<file path="config.mk">
export PLATFORM = sky130hd
export DESIGN_NAME = uis_uart
export DESIGN_NICKNAME = d
export VERILOG_FILES = /design/src/include/uis_pkg.sv /design/src/logic/uis_baud.sv /design/src/logic/uis_rx.sv /design/src/logic/uis_uart.sv
export SDC_FILE = /design/constraint.sdc
export NUM_CORES = 1
export LEC_CHECK = 0
export BUFFER_PORTS_ARGS = -buffer_cell sky130_fd_sc_hd__buf_2
export CAP_MARGIN = 20
export CORE_MARGIN = 1
export CORE_UTILIZATION = 44
export CTS_CLUSTER_DIAMETER = 200
export DETAILED_ROUTE_END_ITERATION = 12
export PLACE_DENSITY = 0.6
export SLEW_MARGIN = 20
export SYNTH_ARGS = -nofsm -noshare
export SYNTH_HDL_FRONTEND = slang
export SYNTH_SLANG_ARGS = --single-unit
</file>
<file path="constraint.sdc">
create_clock -name ref_clk_i -period 4.01 [get_ports ref_clk_i]
set_input_delay 0.802 -clock ref_clk_i [delete_from_list [all_inputs] [get_ports ref_clk_i]]
set_output_delay 0.802 -clock ref_clk_i [all_outputs]
set_load 0.02 [all_outputs]
</file>
<file path="src/include/uis_pkg.sv">
// constants and types shared by the serial channel modules
package uis_pkg;
  // ==========================================================
  // register offsets
  localparam logic [15:0] ADDR_STATUS = 16'h4100;
  localparam logic [15:0] ADDR_TXHOLD = 16'h4101;
  localparam logic [15:0] ADDR_RXHOLD = 16'h4102;
  localparam logic [15:0] ADDR_FORMAT = 16'h4103;
  localparam logic [15:0] ADDR_CTRL   = 16'h4104;
  localparam logic [15:0] ADDR_IRSEL  = 16'h4105;
  localparam logic [15:0] ADDR_BAUD   = 16'h4106;
  localparam logic [15:0] ADDR_FINE   = 16'h4107;
  localparam logic [15:0] ADDR_CLKSRC = 16'h506C;
  // ==========================================================
  // field positions
  localparam int ST_TXDONE = 7;
  localparam int ST_FER    = 6;
  localparam int ST_PER    = 5;
  localparam int ST_OER    = 4;
  localparam int FM_LEN8   = 4;
  localparam int FM_PAR    = 3;
  localparam int FM_ODD    = 2;
  localparam int FM_STOP2  = 1;
  localparam int CT_TXDIE  = 7;
  localparam int CT_RXEIE  = 6;
  localparam int CT_RXFIE  = 5;
  localparam int CT_TXEIE  = 4;
  localparam int CT_DEPTH  = 1;
  localparam int CT_ON     = 0;
  localparam int IR_MODE   = 0;
  localparam int CK_DIV    = 4;
  localparam int CK_SRC    = 2;
  localparam int CK_ON     = 0;
  // ==========================================================
  // writable bit masks and reset values
  localparam logic [7:0] MASK_FORMAT = 8'h1E;
  localparam logic [7:0] MASK_CTRL   = 8'hF3;
  localparam logic [7:0] MASK_IRSEL  = 8'h01;
  localparam logic [7:0] MASK_FINE   = 8'h0F;
  localparam logic [7:0] MASK_CLKSRC = 8'h3D;
  localparam logic [7:0] RST_REG     = 8'h00;
  // ==========================================================
  // timing: 16 ticks per bit
  localparam logic [3:0] TICK_LAST  = 4'hF;
  localparam logic [3:0] TICK_MID   = 4'h7;
  localparam logic [3:0] IR_PULSE   = 4'h2;
  localparam logic [3:0] RX_BITS_MAX = 4'h9;
  localparam logic [3:0] TX_LEN_BASE = 4'h9;
  localparam logic [1:0] SRC_INT    = 2'h0;
  localparam logic [1:0] SRC_LOW    = 2'h1;
  localparam logic [1:0] SRC_HIGH   = 2'h2;
  // ==========================================================
  typedef enum logic [1:0] {TX_IDLE = 2'b00, TX_SHIFT = 2'b01} uis_tx_state_t;
  typedef enum logic [1:0] {
    RX_IDLE  = 2'b00,
    RX_START = 2'b01,
    RX_DATA  = 2'b11
  } uis_rx_state_t;
endpackage

</file>
<file path="src/logic/uis_baud.sv">
// count clock selection, prescaler and fine-tuned baud divisor
module uis_baud (
  input  wire logic       ref_clk_i,
  input  wire logic       sys_rst_i,
  input  wire logic [1:0] src_sel_i,
  input  wire logic [1:0] prescale_sel_i,
  input  wire logic       count_clock_on_i,
  input  wire logic [7:0] divisor_i,
  input  wire logic [3:0] fine_i,
  input  wire logic       internal_osc_i,
  input  wire logic       low_osc_i,
  input  wire logic       high_osc_i,
  input  wire logic       ext_clk_i,
  output logic            tick_o
);
  import uis_pkg::*;
  typedef struct packed {
    logic [2:0] pre;
    logic [7:0] cnt;
    logic [3:0] ufl;
    logic       delay;
    logic       tick;
  } uis_baud_st_t;
  uis_baud_st_t r, n;
  logic       src;
  logic       scaled;
  logic [2:0] pre_last;
  logic       cclk;
  always_comb begin
    n = r;
    n.tick = 1'b0;
    case (src_sel_i)
      SRC_INT:  src = internal_osc_i;
      SRC_LOW:  src = low_osc_i;
      SRC_HIGH: src = high_osc_i;
      default:  src = ext_clk_i;
    endcase
    scaled = (src_sel_i == SRC_INT) || (src_sel_i == SRC_HIGH);
    case (prescale_sel_i)
      2'h0:    pre_last = 3'd1;
      2'h3:    pre_last = 3'd7;
      default: pre_last = 3'd3;
    endcase
    cclk = 1'b0;
    if (src) begin
      if (!scaled) begin
        cclk = 1'b1;
      end else if (r.pre == pre_last) begin
        n.pre = 3'd0;
        cclk = 1'b1;
      end else begin
        n.pre = r.pre + 3'd1;
      end
    end
    if (cclk) begin
      if (r.delay) begin
        n.delay = 1'b0;
      end else if (r.cnt == 8'h00) begin
        n.tick = 1'b1;
        n.cnt = divisor_i;
        n.ufl = r.ufl + 4'h1;
        n.delay = (r.ufl < fine_i);
      end else begin
        n.cnt = r.cnt - 8'h01;
      end
    end
    if (!count_clock_on_i) begin
      n = '0;
    end
  end
  always_ff @(posedge ref_clk_i) begin
    if (sys_rst_i) begin
      r <= '0;
    end else begin
      r <= n;
    end
  end
  assign tick_o = r.tick;
endmodule

</file>
<file path="src/logic/uis_rx.sv">
// receive framer with optional infrared pulse decoding
module uis_rx (
  input  wire logic       ref_clk_i,
  input  wire logic       sys_rst_i,
  input  wire logic       tick_i,
  input  wire logic       enable_i,
  input  wire logic       line_i,
  input  wire logic       infrared_i,
  input  wire logic       len8_i,
  input  wire logic       par_on_i,
  input  wire logic       par_odd_i,
  output logic            done_o,
  output logic [7:0]      data_o,
  output logic            frame_err_o,
  output logic            par_err_o
);
  import uis_pkg::*;
  typedef struct packed {
    uis_rx_state_t st;
    logic [3:0]    tcnt;
    logic [3:0]    bidx;
    logic [8:0]    sh;
    logic [3:0]    hold;
    logic          done;
    logic [7:0]    data;
    logic          fer;
    logic          parity_err_flag;
  } uis_rx_st_t;
  uis_rx_st_t r, n;
  logic       bitv;
  logic [3:0] nbits;
  logic [8:0] al;
  logic [7:0] d;
  logic       pb;
  always_comb begin
    n = r;
    n.done = 1'b0;
    // a short infrared pulse marks a zero for the rest of the bit
    if (line_i) begin
      n.hold = TICK_LAST;
    end else if (tick_i && r.hold != 4'h0) begin
      n.hold = r.hold - 4'h1;
    end
    bitv = infrared_i ? (r.hold == 4'h0 && !line_i) : line_i;
    nbits = 4'd7 + {3'b0, len8_i} + {3'b0, par_on_i};
    al = r.sh >> (RX_BITS_MAX - nbits);
    d = len8_i ? al[7:0] : {1'b0, al[6:0]};
    pb = len8_i ? al[8] : al[7];
    if (tick_i) begin
      case (r.st)
        RX_IDLE: begin
          if (!bitv) begin
            n.st = RX_START;
            n.tcnt = 4'h0;
          end
        end
        RX_START: begin
          n.tcnt = r.tcnt + 4'h1;
          if (r.tcnt == TICK_MID) begin
            n.st = bitv ? RX_IDLE : RX_DATA;
            n.tcnt = 4'h0;
            n.bidx = 4'h0;
          end
        end
        RX_DATA: begin
          n.tcnt = r.tcnt + 4'h1;
          if (r.tcnt == TICK_LAST) begin
            if (r.bidx < nbits) begin
              n.sh = {bitv, r.sh[8:1]};
              n.bidx = r.bidx + 4'h1;
            end else begin
              n.st = RX_IDLE;
              n.done = 1'b1;
              n.data = d;
              n.fer = !bitv;
              n.parity_err_flag = par_on_i && (pb != (^d ^ par_odd_i));
            end
          end
        end
        default: n.st = RX_IDLE;
      endcase
    end
    if (!enable_i) begin
      n.st = RX_IDLE;
      n.done = 1'b0;
    end
  end
  always_ff @(posedge ref_clk_i) begin
    if (sys_rst_i) begin
      r <= '0;
    end else begin
      r <= n;
    end
  end
  assign done_o = r.done;
  assign data_o = r.data;
  assign frame_err_o = r.fer;
  assign par_err_o = r.parity_err_flag;
endmodule

</file>
<file path="src/logic/uis_uart.sv">
// serial channel top: registers, two-byte receive buffer, transmitter
// What this block does
// - end of transmission flag at status bit 7, cleared by writing one
// - framing, parity, overrun errors at status bits 6, 5, 4
// - two received bytes held; bit 3 shows second byte waiting
// - status bit 2 shows transmit shifter busy
// - status bit 1 set while receive buffer holds data
// - status bit 0 shows transmit buffer empty, one after reset
// - receive register reads oldest character first
// - seven-bit characters use bit 6 as top bit
// - length bit selects eight or seven data bits
// - parity enable bit 3, odd when bit 2 set, even otherwise
// - stop select gives two or one stop bits
// - separate interrupt enables at control bits 7 to 4
// - receive full condition after two bytes or one byte
// - channel works only while control bit 0 set
// - expansion bit 0 selects infrared line encoding
// - 8-bit baud divisor, reset zero, sets bit timing
// - fine adjust inserts up to 15 delays per 16 underflows
// - 2-bit clock source select among four sources
// - prescaler divides internal or high-speed source
// - count clock runs only while clock enable bit set
module uis_uart (
  input  wire logic        ref_clk_i,
  input  wire logic        sys_rst_i,
  input  wire logic [15:0] addr_i,
  input  wire logic [7:0]  wdata_i,
  input  wire logic        wr_i,
  input  wire logic        rd_i,
  output logic      [7:0]  rdata_o,
  input  wire logic        internal_osc_i,
  input  wire logic        low_osc_i,
  input  wire logic        high_osc_i,
  input  wire logic        ext_clk_i,
  input  wire logic        rxd_i,
  output logic             txd_o,
  output logic             irq_o
);
  import uis_pkg::*;

  // ==========================================================
  // state
  typedef struct packed {
    logic [7:0]    fmt;
    logic [7:0]    ctl;
    logic [7:0]    irs;
    logic [7:0]    baud;
    logic [7:0]    fine;
    logic [7:0]    clk;
    logic [7:0]    txbuf;
    logic          txfull;
    uis_tx_state_t tx_st;
    logic [3:0]    ttick;
    logic [3:0]    tbit;
    logic [3:0]    tlen;
    logic [11:0]   tsh;
    logic          txd;
    logic          done;
    logic          fer;
    logic          parity_err_flag;
    logic          overrun_err_flag;
    logic [7:0]    rxb0;
    logic [7:0]    rxb1;
    logic [1:0]    rxcnt;
    logic [7:0]    rdata;
    logic          irq;
  } uis_top_st_t;

  uis_top_st_t r;
  uis_top_st_t n;

  logic       tick;
  logic       rx_done;
  logic [7:0] rx_data;
  logic       rx_fer;
  logic       rx_per;

  logic       on;
  logic       len8;
  logic       par_on;
  logic       par_odd;
  logic       stop2;
  logic       ir;
  logic [7:0] status;
  logic       rx_cond;
  logic [7:0] td;
  logic       tp;
  logic [8:0] ext;
  logic [1:0] cnt_after;
  logic       wsel_st;

  // ==========================================================
  // count clock and receiver
  uis_baud u_baud (
    .ref_clk_i        (ref_clk_i),
    .sys_rst_i        (sys_rst_i),
    .src_sel_i        (r.clk[CK_SRC+1:CK_SRC]),
    .prescale_sel_i   (r.clk[CK_DIV+1:CK_DIV]),
    .count_clock_on_i (r.clk[CK_ON]),
    .divisor_i        (r.baud),
    .fine_i           (r.fine[3:0]),
    .internal_osc_i   (internal_osc_i),
    .low_osc_i        (low_osc_i),
    .high_osc_i       (high_osc_i),
    .ext_clk_i        (ext_clk_i),
    .tick_o           (tick)
  );

  uis_rx u_rx (
    .ref_clk_i   (ref_clk_i),
    .sys_rst_i   (sys_rst_i),
    .tick_i      (tick),
    .enable_i    (on),
    .line_i      (rxd_i),
    .infrared_i  (ir),
    .len8_i      (len8),
    .par_on_i    (par_on),
    .par_odd_i   (par_odd),
    .done_o      (rx_done),
    .data_o      (rx_data),
    .frame_err_o (rx_fer),
    .par_err_o   (rx_per)
  );

  // ==========================================================
  // next state
  always_comb begin
    n = r;
    on      = r.ctl[CT_ON];
    len8    = r.fmt[FM_LEN8];
    par_on  = r.fmt[FM_PAR];
    par_odd = r.fmt[FM_ODD];
    stop2   = r.fmt[FM_STOP2];
    ir      = r.irs[IR_MODE];

    status = {r.done, r.fer, r.parity_err_flag, r.overrun_err_flag,
              r.rxcnt == 2'd2,
              r.tx_st != TX_IDLE,
              r.rxcnt != 2'd0,
              !r.txfull};

    // read data stand only in the cycle after the strobe
    n.rdata = 8'h00;
    if (rd_i) begin
      if (addr_i == ADDR_STATUS) begin
        n.rdata = status;
      end else if (addr_i == ADDR_TXHOLD) begin
        n.rdata = r.txbuf;
      end else if (addr_i == ADDR_RXHOLD) begin
        n.rdata = r.rxb0;
      end else if (addr_i == ADDR_FORMAT) begin
        n.rdata = r.fmt;
      end else if (addr_i == ADDR_CTRL) begin
        n.rdata = r.ctl;
      end else if (addr_i == ADDR_IRSEL) begin
        n.rdata = r.irs;
      end else if (addr_i == ADDR_BAUD) begin
        n.rdata = r.baud;
      end else if (addr_i == ADDR_FINE) begin
        n.rdata = r.fine;
      end else if (addr_i == ADDR_CLKSRC) begin
        n.rdata = r.clk;
      end else begin
        n.rdata = 8'h00;
      end
    end

    // receive buffer pop: oldest first, younger one moves up
    if (rd_i && addr_i == ADDR_RXHOLD && r.rxcnt != 2'd0) begin
      n.rxb0 = r.rxb1;
      n.rxcnt = r.rxcnt - 2'd1;
    end

    // ==========================================================
    // configuration writes
    wsel_st = wr_i && addr_i == ADDR_STATUS;
    if (wsel_st) begin
      // flags clear by writing one; sets further down win
      if (wdata_i[ST_TXDONE]) begin
        n.done = 1'b0;
      end
      if (wdata_i[ST_FER]) begin
        n.fer = 1'b0;
      end
      if (wdata_i[ST_PER]) begin
        n.parity_err_flag = 1'b0;
      end
      if (wdata_i[ST_OER]) begin
        n.overrun_err_flag = 1'b0;
      end
    end
    if (wr_i) begin
      if (addr_i == ADDR_FORMAT) begin
        n.fmt = wdata_i & MASK_FORMAT;
      end else if (addr_i == ADDR_CTRL) begin
        n.ctl = wdata_i & MASK_CTRL;
      end else if (addr_i == ADDR_IRSEL) begin
        n.irs = wdata_i & MASK_IRSEL;
      end else if (addr_i == ADDR_BAUD) begin
        n.baud = wdata_i;
      end else if (addr_i == ADDR_FINE) begin
        n.fine = wdata_i & MASK_FINE;
      end else if (addr_i == ADDR_CLKSRC) begin
        n.clk = wdata_i & MASK_CLKSRC;
      end
    end

    // ==========================================================
    // receive buffer push, overrun drops the new byte
    cnt_after = n.rxcnt;
    if (rx_done) begin
      if (cnt_after == 2'd0) begin
        n.rxb0 = rx_data;
        n.rxcnt = 2'd1;
      end else if (cnt_after == 2'd1) begin
        n.rxb1 = rx_data;
        n.rxcnt = 2'd2;
      end else begin
        n.overrun_err_flag = 1'b1;
      end
      if (rx_fer) begin
        n.fer = 1'b1;
      end
      if (rx_per) begin
        n.parity_err_flag = 1'b1;
      end
    end

    // ==========================================================
    // transmitter
    td = len8 ? r.txbuf : {1'b0, r.txbuf[6:0]};
    tp = ^td ^ par_odd;
    if (par_on) begin
      ext = len8 ? {tp, td} : {1'b1, tp, td[6:0]};
    end else begin
      ext = len8 ? {1'b1, td} : {2'b11, td[6:0]};
    end

    case (r.tx_st)
      TX_IDLE: begin
        if (on && r.txfull) begin
          n.tx_st = TX_SHIFT;
          n.tsh = {2'b11, ext, 1'b0};
          n.tlen = TX_LEN_BASE + {3'b0, len8} + {3'b0, par_on}
                   + {3'b0, stop2};
          n.ttick = 4'h0;
          n.tbit = 4'h0;
          n.txfull = 1'b0;
        end
      end
      TX_SHIFT: begin
        if (tick) begin
          n.ttick = r.ttick + 4'h1;
          if (r.ttick == TICK_LAST) begin
            n.tsh = {1'b1, r.tsh[11:1]};
            n.tbit = r.tbit + 4'h1;
            if (r.tbit == r.tlen - 4'h1) begin
              n.tx_st = TX_IDLE;
              // done only when nothing more waits to go out
              if (!r.txfull) begin
                n.done = 1'b1;
              end
            end
          end
        end
      end
      default: n.tx_st = TX_IDLE;
    endcase

    // a write after the load refills the buffer for the next char
    if (wr_i && addr_i == ADDR_TXHOLD) begin
      n.txbuf = wdata_i;
      n.txfull = 1'b1;
    end

    if (!on) begin
      // disabling aborts a character in flight
      n.tx_st = TX_IDLE;
    end

    // ==========================================================
    // line drive: idle high plain, idle low infrared
    if (n.tx_st != TX_SHIFT) begin
      n.txd = !ir;
    end else if (ir) begin
      n.txd = !n.tsh[0] && n.ttick <= IR_PULSE;
    end else begin
      n.txd = n.tsh[0];
    end

    rx_cond = r.ctl[CT_DEPTH] ? (r.rxcnt == 2'd2) : (r.rxcnt != 2'd0);
    n.irq = (r.done && r.ctl[CT_TXDIE])
            || ((r.fer || r.parity_err_flag || r.overrun_err_flag) && r.ctl[CT_RXEIE])
            || (rx_cond && r.ctl[CT_RXFIE])
            || (!r.txfull && r.ctl[CT_TXEIE]);
  end

  // ==========================================================
  // registers
  always_ff @(posedge ref_clk_i) begin
    if (sys_rst_i) begin
      r <= '0;
      r.fmt <= RST_REG;
      r.ctl <= RST_REG;
      r.irs <= RST_REG;
      r.baud <= RST_REG;
      r.fine <= RST_REG;
      r.clk <= RST_REG;
      r.txbuf <= RST_REG;
      r.tx_st <= TX_IDLE;
      r.txd <= 1'b1;
    end else begin
      r <= n;
    end
  end

  assign rdata_o = r.rdata;
  assign txd_o = r.txd;
  assign irq_o = r.irq;
endmodule

</file>
==> flow_summary_export.csv, run 1 <==
group,metric,value,unit
grt,gr-total-overflow,0,
die,fp.dieW,132,microns
worst_setup_path,regToRegStartpoint,"len8",
sta,holdWs,452,ps
clock_network,cts_made_buffers,17,
clock_network,cts_hold_buf,0,
clock_network,clockBufferDepth,2,
synthesis,synth_top_flop_cell,"dfxtp_1",
clock_network,clkTransAtPathRegs,60,ps
clock_network,cts_tree,"built",
status,status,"complete, no violations",
sta,hold_viol,0,
worst_hold_path,holdPathEnd,"r[43]",
synthesis,async_flop_share,0,
worst_setup_path,cp_data_required_time,4380,ps
sta,slew_violations,0,
worst_hold_path,hp-class,"register to register",
worst_setup_path,r2r_cells,8,
synthesis,ys.warnings.count,0,
synthesis,synth_commonest_cells,"dfxtp_1 (146), nor2_1 (100), a21oi_1 (89)",
routing,vias_per_cell,5.64,
layout,syn2layout_area_growth,11.2,%
die,start_util,0.451,
clock_network,cts_resized,0,
power_and_ir_drop,p_per_area,380,nW/um^2
synthesis,synth_most_common_cell,"dfxtp_1",
sta,fmax,0.290,GHz
worst_setup_path,r2r_slack,560,ps
worst_setup_path,critPathLaunchType,"register",
clock_network,h-tree-depth,4,
synthesis,synth_area_leaders,"dfxtp_1 (39%), mux2i_1 (6.7%), a21oi_1 (6.0%)",
clock_network,root_buffer,"clkbuf_16",
sta,tns,0,ps
routing,drt-pass1-iter-count,6,
routing,dr_total_vias,6296,
sta,worstMarginPinSlew,877,ps
clock_network,cts_setup_buffers,0,
grt,grt_pass1_wl,29800,microns
run,drv_cap,0,
die,core,16600,sq um
grt,grt_max_degree,48,
grt,antenna_found_initial,0,
worst_setup_path,cp_max_fo,13,
die,io_pins,43,
place,routabilityCongestion,0.882,
worst_hold_path,holdPathStages,2,
grt,grt_pass1_vias,5747,
worst_setup_path,arrival,3820,ps
routing,drt-initial-drc-count,657,
synthesis,synth_edf_count,0,
clock_network,clkLatencyLatePin,430,ps
power_and_ir_drop,peakVddDrop,0.000306,V
synthesis,synth_top_area_cell,"dfxtp_1",
worst_setup_path,critical_path_class,"register to register",
clock_network,cts_sinks,146,
routing,post-route-drc-count,0,
layout,layout-drive-gt1-share,0.110,
synthesis,syn_nets,939,
place,place_inst,1087,
die,rows,47,
worst_setup_path,r2r-end,"u_rx.par_err_o",
layout,antenna_cells,0,
synthesis,synth_top_area_share,0.391,
die,die_area,17500,sq um
layout,num-fill-cells,1636,
layout,final_nets,944,
place,io_buffers,42,
grt,track_usage,0.214,
synthesis,synth_seq_cells,146,
sta,min_period,3450,ps
synthesis,synth.distinct_cells,72,
sta,relSlewSlack,0.413,
synthesis,netlist_area,7480,sq um
routing,detail_route.wirelength,18100,microns
place,hpwl,12600,microns
worst_hold_path,min-delay-start,"r[43]",
sta,skew,10.8,ps
sta,setup_viol,0,
sta,min_period_over_period,0.860,
synthesis,yosysSeqAreaShare,0.391,
layout,final_cells,1117,
sta,rsz0062_at_grt,"no",
routing,wire_per_inst,16.2,microns
worst_setup_path,worst_setup_path_end_kind,"register",
synthesis,postSynthCellCount,881,
routing,drtAntennaViolNets,0,
synthesis,syn_area_per_cell,8.49,sq um
layout,final_util,0.502,
power_and_ir_drop,power_leakage,3.17,nW
die,fp.dieH,132,microns
[placed cells by master (no fill, tap or decap), drive strengths merged, types with 5 or more instances in the layout]
cell type	netlist	routed
a21o	5	5
a21oi	89	89
nor2b	6	6
xor2	8	8
nand2	77	77
o21ai	27	27
clkbuf	44	22
o31ai	8	8
nor4	6	6
and3	6	6
buf	20	50
nand3	59	59
a211oi	10	10
nand4	7	7
or3	5	5
a222oi	13	13
nand2b	12	12
or4	8	8
mux2i	50	50
nor3	17	17
nor2	102	102
ha	25	25
o21a	5	5
dfxtp	146	146
a22oi	7	7
xnor2	15	15
a221oi	7	7
inv	32	33
[metal layers]
layer | wire (microns) | track usage
met1 | 8750 | 0.289
met5 | 0 | 0
met4 | 387 | 0.0862
met2 | 8200 | 0.337
met3 | 786 | 0.0410
[metrics by stage]
stage          power, W  setup slack, ps  cell area [sq um]
6_report        0.00316              563               8320
5_1_grt         0.00327              344               8320
4_1_cts         0.00320              551               8320
3_5_place_dp    0.00158              389               7730
3_3_place_gp    0.00158              501               7730
2_1_floorplan   0.00154              648               7480
[cells by family after synthesis]
kind of cell,share of synthesized area
mux,0.0834
buf+inv,0.0577
fa+ha+maj,0.0418
other cells,0.000501
simple gates,0.217
compound gates,0.173
flops,0.391
xor+xnor,0.0359
[sequential cells by signal, indices dropped and copies added, names as in the netlist, 8 cells and up]
signal	cells
r	80
rdata_o	8
u_baud.r	16
u_rx.data_o	8
u_rx.r	23
[how the worst max path moves through the flow]
stage	from	endpoint	slack [ps]
after floorplan	addr_i[13]	r[18]	650
after global placement	addr_i[13]	r[12]	500
after detailed placement	addr_i[13]	r[12]	390
after CTS	len8	u_rx.par_err_o	550
after global routing	len8	u_rx.r[27]	340
final	len8	u_rx.par_err_o	560
[worst max-delay path, cell delays in order, from the launching register on]
cell	delay (ps)
dfxtp_1	590
inv_1	120
ha_1	670
mux4_2	590
xor2_1	190
xnor2_1	200
xnor3_1	430
or4_1	510
nand3_1	70
[power breakdown]
part / total (W) / internal (W) / leakage, nW / switching (W)
registers: 0.00146 / 0.00145 / 1.18 / 0.00000316
logic: 0.0000922 / 0.0000266 / 1.71 / 0.0000656
clock network: 0.00161 / 0.00101 / 0.287 / 0.000606
total: 0.00316 / 0.00249 / 3.17 / 0.000675
[final cells by class]
type	count	area, sq um	area share
inverters	32	120	0.0144
well taps	220	275	0.0331
clock buffers	22	464	0.0558
repair buffers	50	273	0.0328
multi-input cells	639	4140	0.497
clock inverters	8	129	0.0155
flip-flops and latches	146	2920	0.351
Note: power is estimated with default switching activity, not from simulation.
==> inputs of run 2 (changes only) <==
--- a/config.mk
+++ b/config.mk
@@ -7,6 +7,7 @@
 export LEC_CHECK = 0
 export BUFFER_PORTS_ARGS = -buffer_cell sky130_fd_sc_hd__buf_2
 export CAP_MARGIN = 20
+export CORE_ASPECT_RATIO = 1.4
 export CORE_MARGIN = 1
 export CORE_UTILIZATION = 44
 export CTS_CLUSTER_DIAMETER = 200
==> run 2 against run 1 <==
The flow now finishes with violations (DRC). Via count rose by 0.71%. Final area rose by 0.27%. Sequential share of layout area fell by 0.095 points. First-iteration DRC count fell by 24%. Critical path type unchanged. Highest routed layer unchanged.
==> flow_summary_export.csv, run 2 (same netlist as run 1, synthesis figures left out) <==
group,metric,value,unit
clock_network,cts_made_buffers,17,
status,status,"complete, but fails checks",
sta,setup_viol,0,
layout,final_util,0.500,
clock_network,clkLatencyLatePin,420,ps
sta,worstMarginPinSlew,890,ps
grt,grt_pass1_wl,31100,microns
routing,drt-initial-drc-count,498,
grt,met3_usage,0.0445,
routing,detail_route.wirelength,18800,microns
worst_setup_path,cpMaxStageDelayCell,"nor4b_1",
clock_network,clockBufferDepth,2,
layout,largest_register,"r",
clock_network,root_buffer,"clkbuf_16",
place,routabilityCongestion,0.891,
worst_setup_path,worst_setup_path_end_kind,"register",
place,hpwl,13600,microns
clock_network,cts_resized,0,
sta,min_period_over_period,0.789,
power_and_ir_drop,switching_share,0.230,
sta,relSlewSlack,0.405,
sta,fmax,0.316,GHz
layout,largest_register_ffs,80,
clock_network,cts_sinks,146,
power_and_ir_drop,p_per_area,377,nW/um^2
power_and_ir_drop,power.switching,0.000724,W
sta,hold_viol,0,
sta,min_period,3160,ps
clock_network,cts_tree,"built",
grt,antenna_found_initial,0,
clock_network,clkTransAtPathRegs,60,ps
grt,track_usage,0.224,
die,start_util,0.449,
grt,gr-total-overflow,0,
die,io_pins,43,
worst_setup_path,r2r_slack,850,ps
power_and_ir_drop,p_int,0.00242,W
layout,layout_common_cells,"dfxtp_1 (146), nor2_1 (100), a21oi_1 (89), nand2_1 (76), nand3_1 (59)",
layout,final_nets,950,
place,place_inst,1076,
place,io_buffers,42,
grt,grt_pass1_vias,6201,
die,rows,56,
routing,wire_per_inst,17.0,microns
power_and_ir_drop,clockPowerShare,0.507,
sta,skew,7.24,ps
grt,met1_usage,0.242,
power_and_ir_drop,power_leakage,3.20,nW
routing,post-route-drc-count,3,
sta,rsz0062_at_grt,"no",
worst_setup_path,worstPathCellList,"buf_4, inv_1, ha_1, inv_1, ha_1, o21a_1, o21a_1, o21ai_1, nor4b_1, a41oi_1, a311oi_1",
layout,antenna_cells,0,
power_and_ir_drop,peakVddDrop,0.000279,V
routing,drt-pass1-iter-count,10,
layout,layout-drive-gt1-share,0.122,
status,violations,"DRC",
power_and_ir_drop,finalPower,0.00314,W
clock_network,cts_setup_buffers,0,
clock_network,cts_hold_buf,0,
layout,final_common_cell,"dfxtp_1",
die,fp.dieH,156,microns
layout,final_cells,1108,
run,drv_cap,0,
worst_setup_path,critical_path_class,"register to register",
routing,vias_per_cell,5.72,
sta,tns,0,ps
die,die_area,17500,sq um
worst_setup_path,critPathLaunchType,"register",
worst_setup_path,cp_max_fo,13,
die,core,16700,sq um
worst_setup_path,cp_data_required_time,4340,ps
layout,reg_top3,"r (80), u_rx.r (23), u_baud.r (16)",
worst_setup_path,crit_buf_inv,3,
grt,grt_max_degree,52,
grt,use_met2,0.412,
worst_setup_path,cpLargestDelayFamily,"compound AO/OA/AOI/OAI gates",
clock_network,h-tree-depth,4,
worst_hold_path,hp-class,"register to register",
routing,dr_total_vias,6341,
worst_setup_path,arrival,3490,ps
grt,grt.busiest_layer,"met2",
worst_setup_path,crit_path_max_incr_delay,550,ps
sta,slew_violations,0,
layout,syn2layout_area_growth,11.5,%
routing,drtAntennaViolNets,0,
die,fp.dieW,112,microns
power_and_ir_drop,seqPwrFrac,0.463,
power_and_ir_drop,combPwrFrac,0.029,
-- run 2: cell types whose count changed in the layout (fill, tap and decap cells not counted) --
cell        before  now
clkbuf_8         2    1
bufinv_16        3    2
buf_4            9   15
clkinvlp_4       1    4
inv_6            1    4
clkbuf_1         3    0
clkinv_2         1    2
-- run 2: worst reg2reg max path, cell delays in order, from the launching register on --
cell and delay [ps]:
dfxtp_1 300, buf_4 150, inv_1 90, ha_1 440, inv_1 190, ha_1 310
o21a_1 100, o21a_1 160, o21ai_1 330, nor4b_1 550, a41oi_1 190, a311oi_1 270
-- run 2: power groups by stage --
stage | Sequential, W | Combinational (W) | Clock (W)
global route | 0.00146 | 0.000101 | 0.00169
global placement | 0.00149 | 0.0000935 | 0
floorplan | 0.00149 | 0.0000521 | 0
CTS | 0.00146 | 0.0000927 | 0.00163
detailed placement | 0.00149 | 0.0000925 | 0
finish | 0.00146 | 0.0000927 | 0.00159
-- run 2: routing by layer --
metal	routed length, microns	vias up
met5	0	-
met4	747	0
met3	670	35
met2	9810	134
met1	7580	2991
li1	-	3181
-- run 2: path summary, 6_finish.rpt --
kind | start | end | cells after the start
worst min register to register | r[43] | r[43] | 2
worst max register to register | par_on | u_rx.r[27] | 11
worst max-delay path | par_on | u_rx.r[27] | 11
worst min-delay path | r[43] | r[43] | 2
-- run 2: layout make-up --
cell class	instances	area [sq um]
fill	1633	8330
timing repair buffer	56	318
tap	203	254
clock inverter	14	153
clock buffer	18	439
multi-input combinational	639	4140
inverter	32	120
sequential	146	2920
-- run 2: metrics by stage --
stage / setup WS [ps] / hold slack, ps / cell area (sq um)
floorplan: 648 / 425 / 7480
global placement: 601 / 437 / 7750
detailed placement: 531 / 444 / 7750
CTS: 809 / 454 / 8340
global route: 545 / 468 / 8340
finish: 845 / 450 / 8340
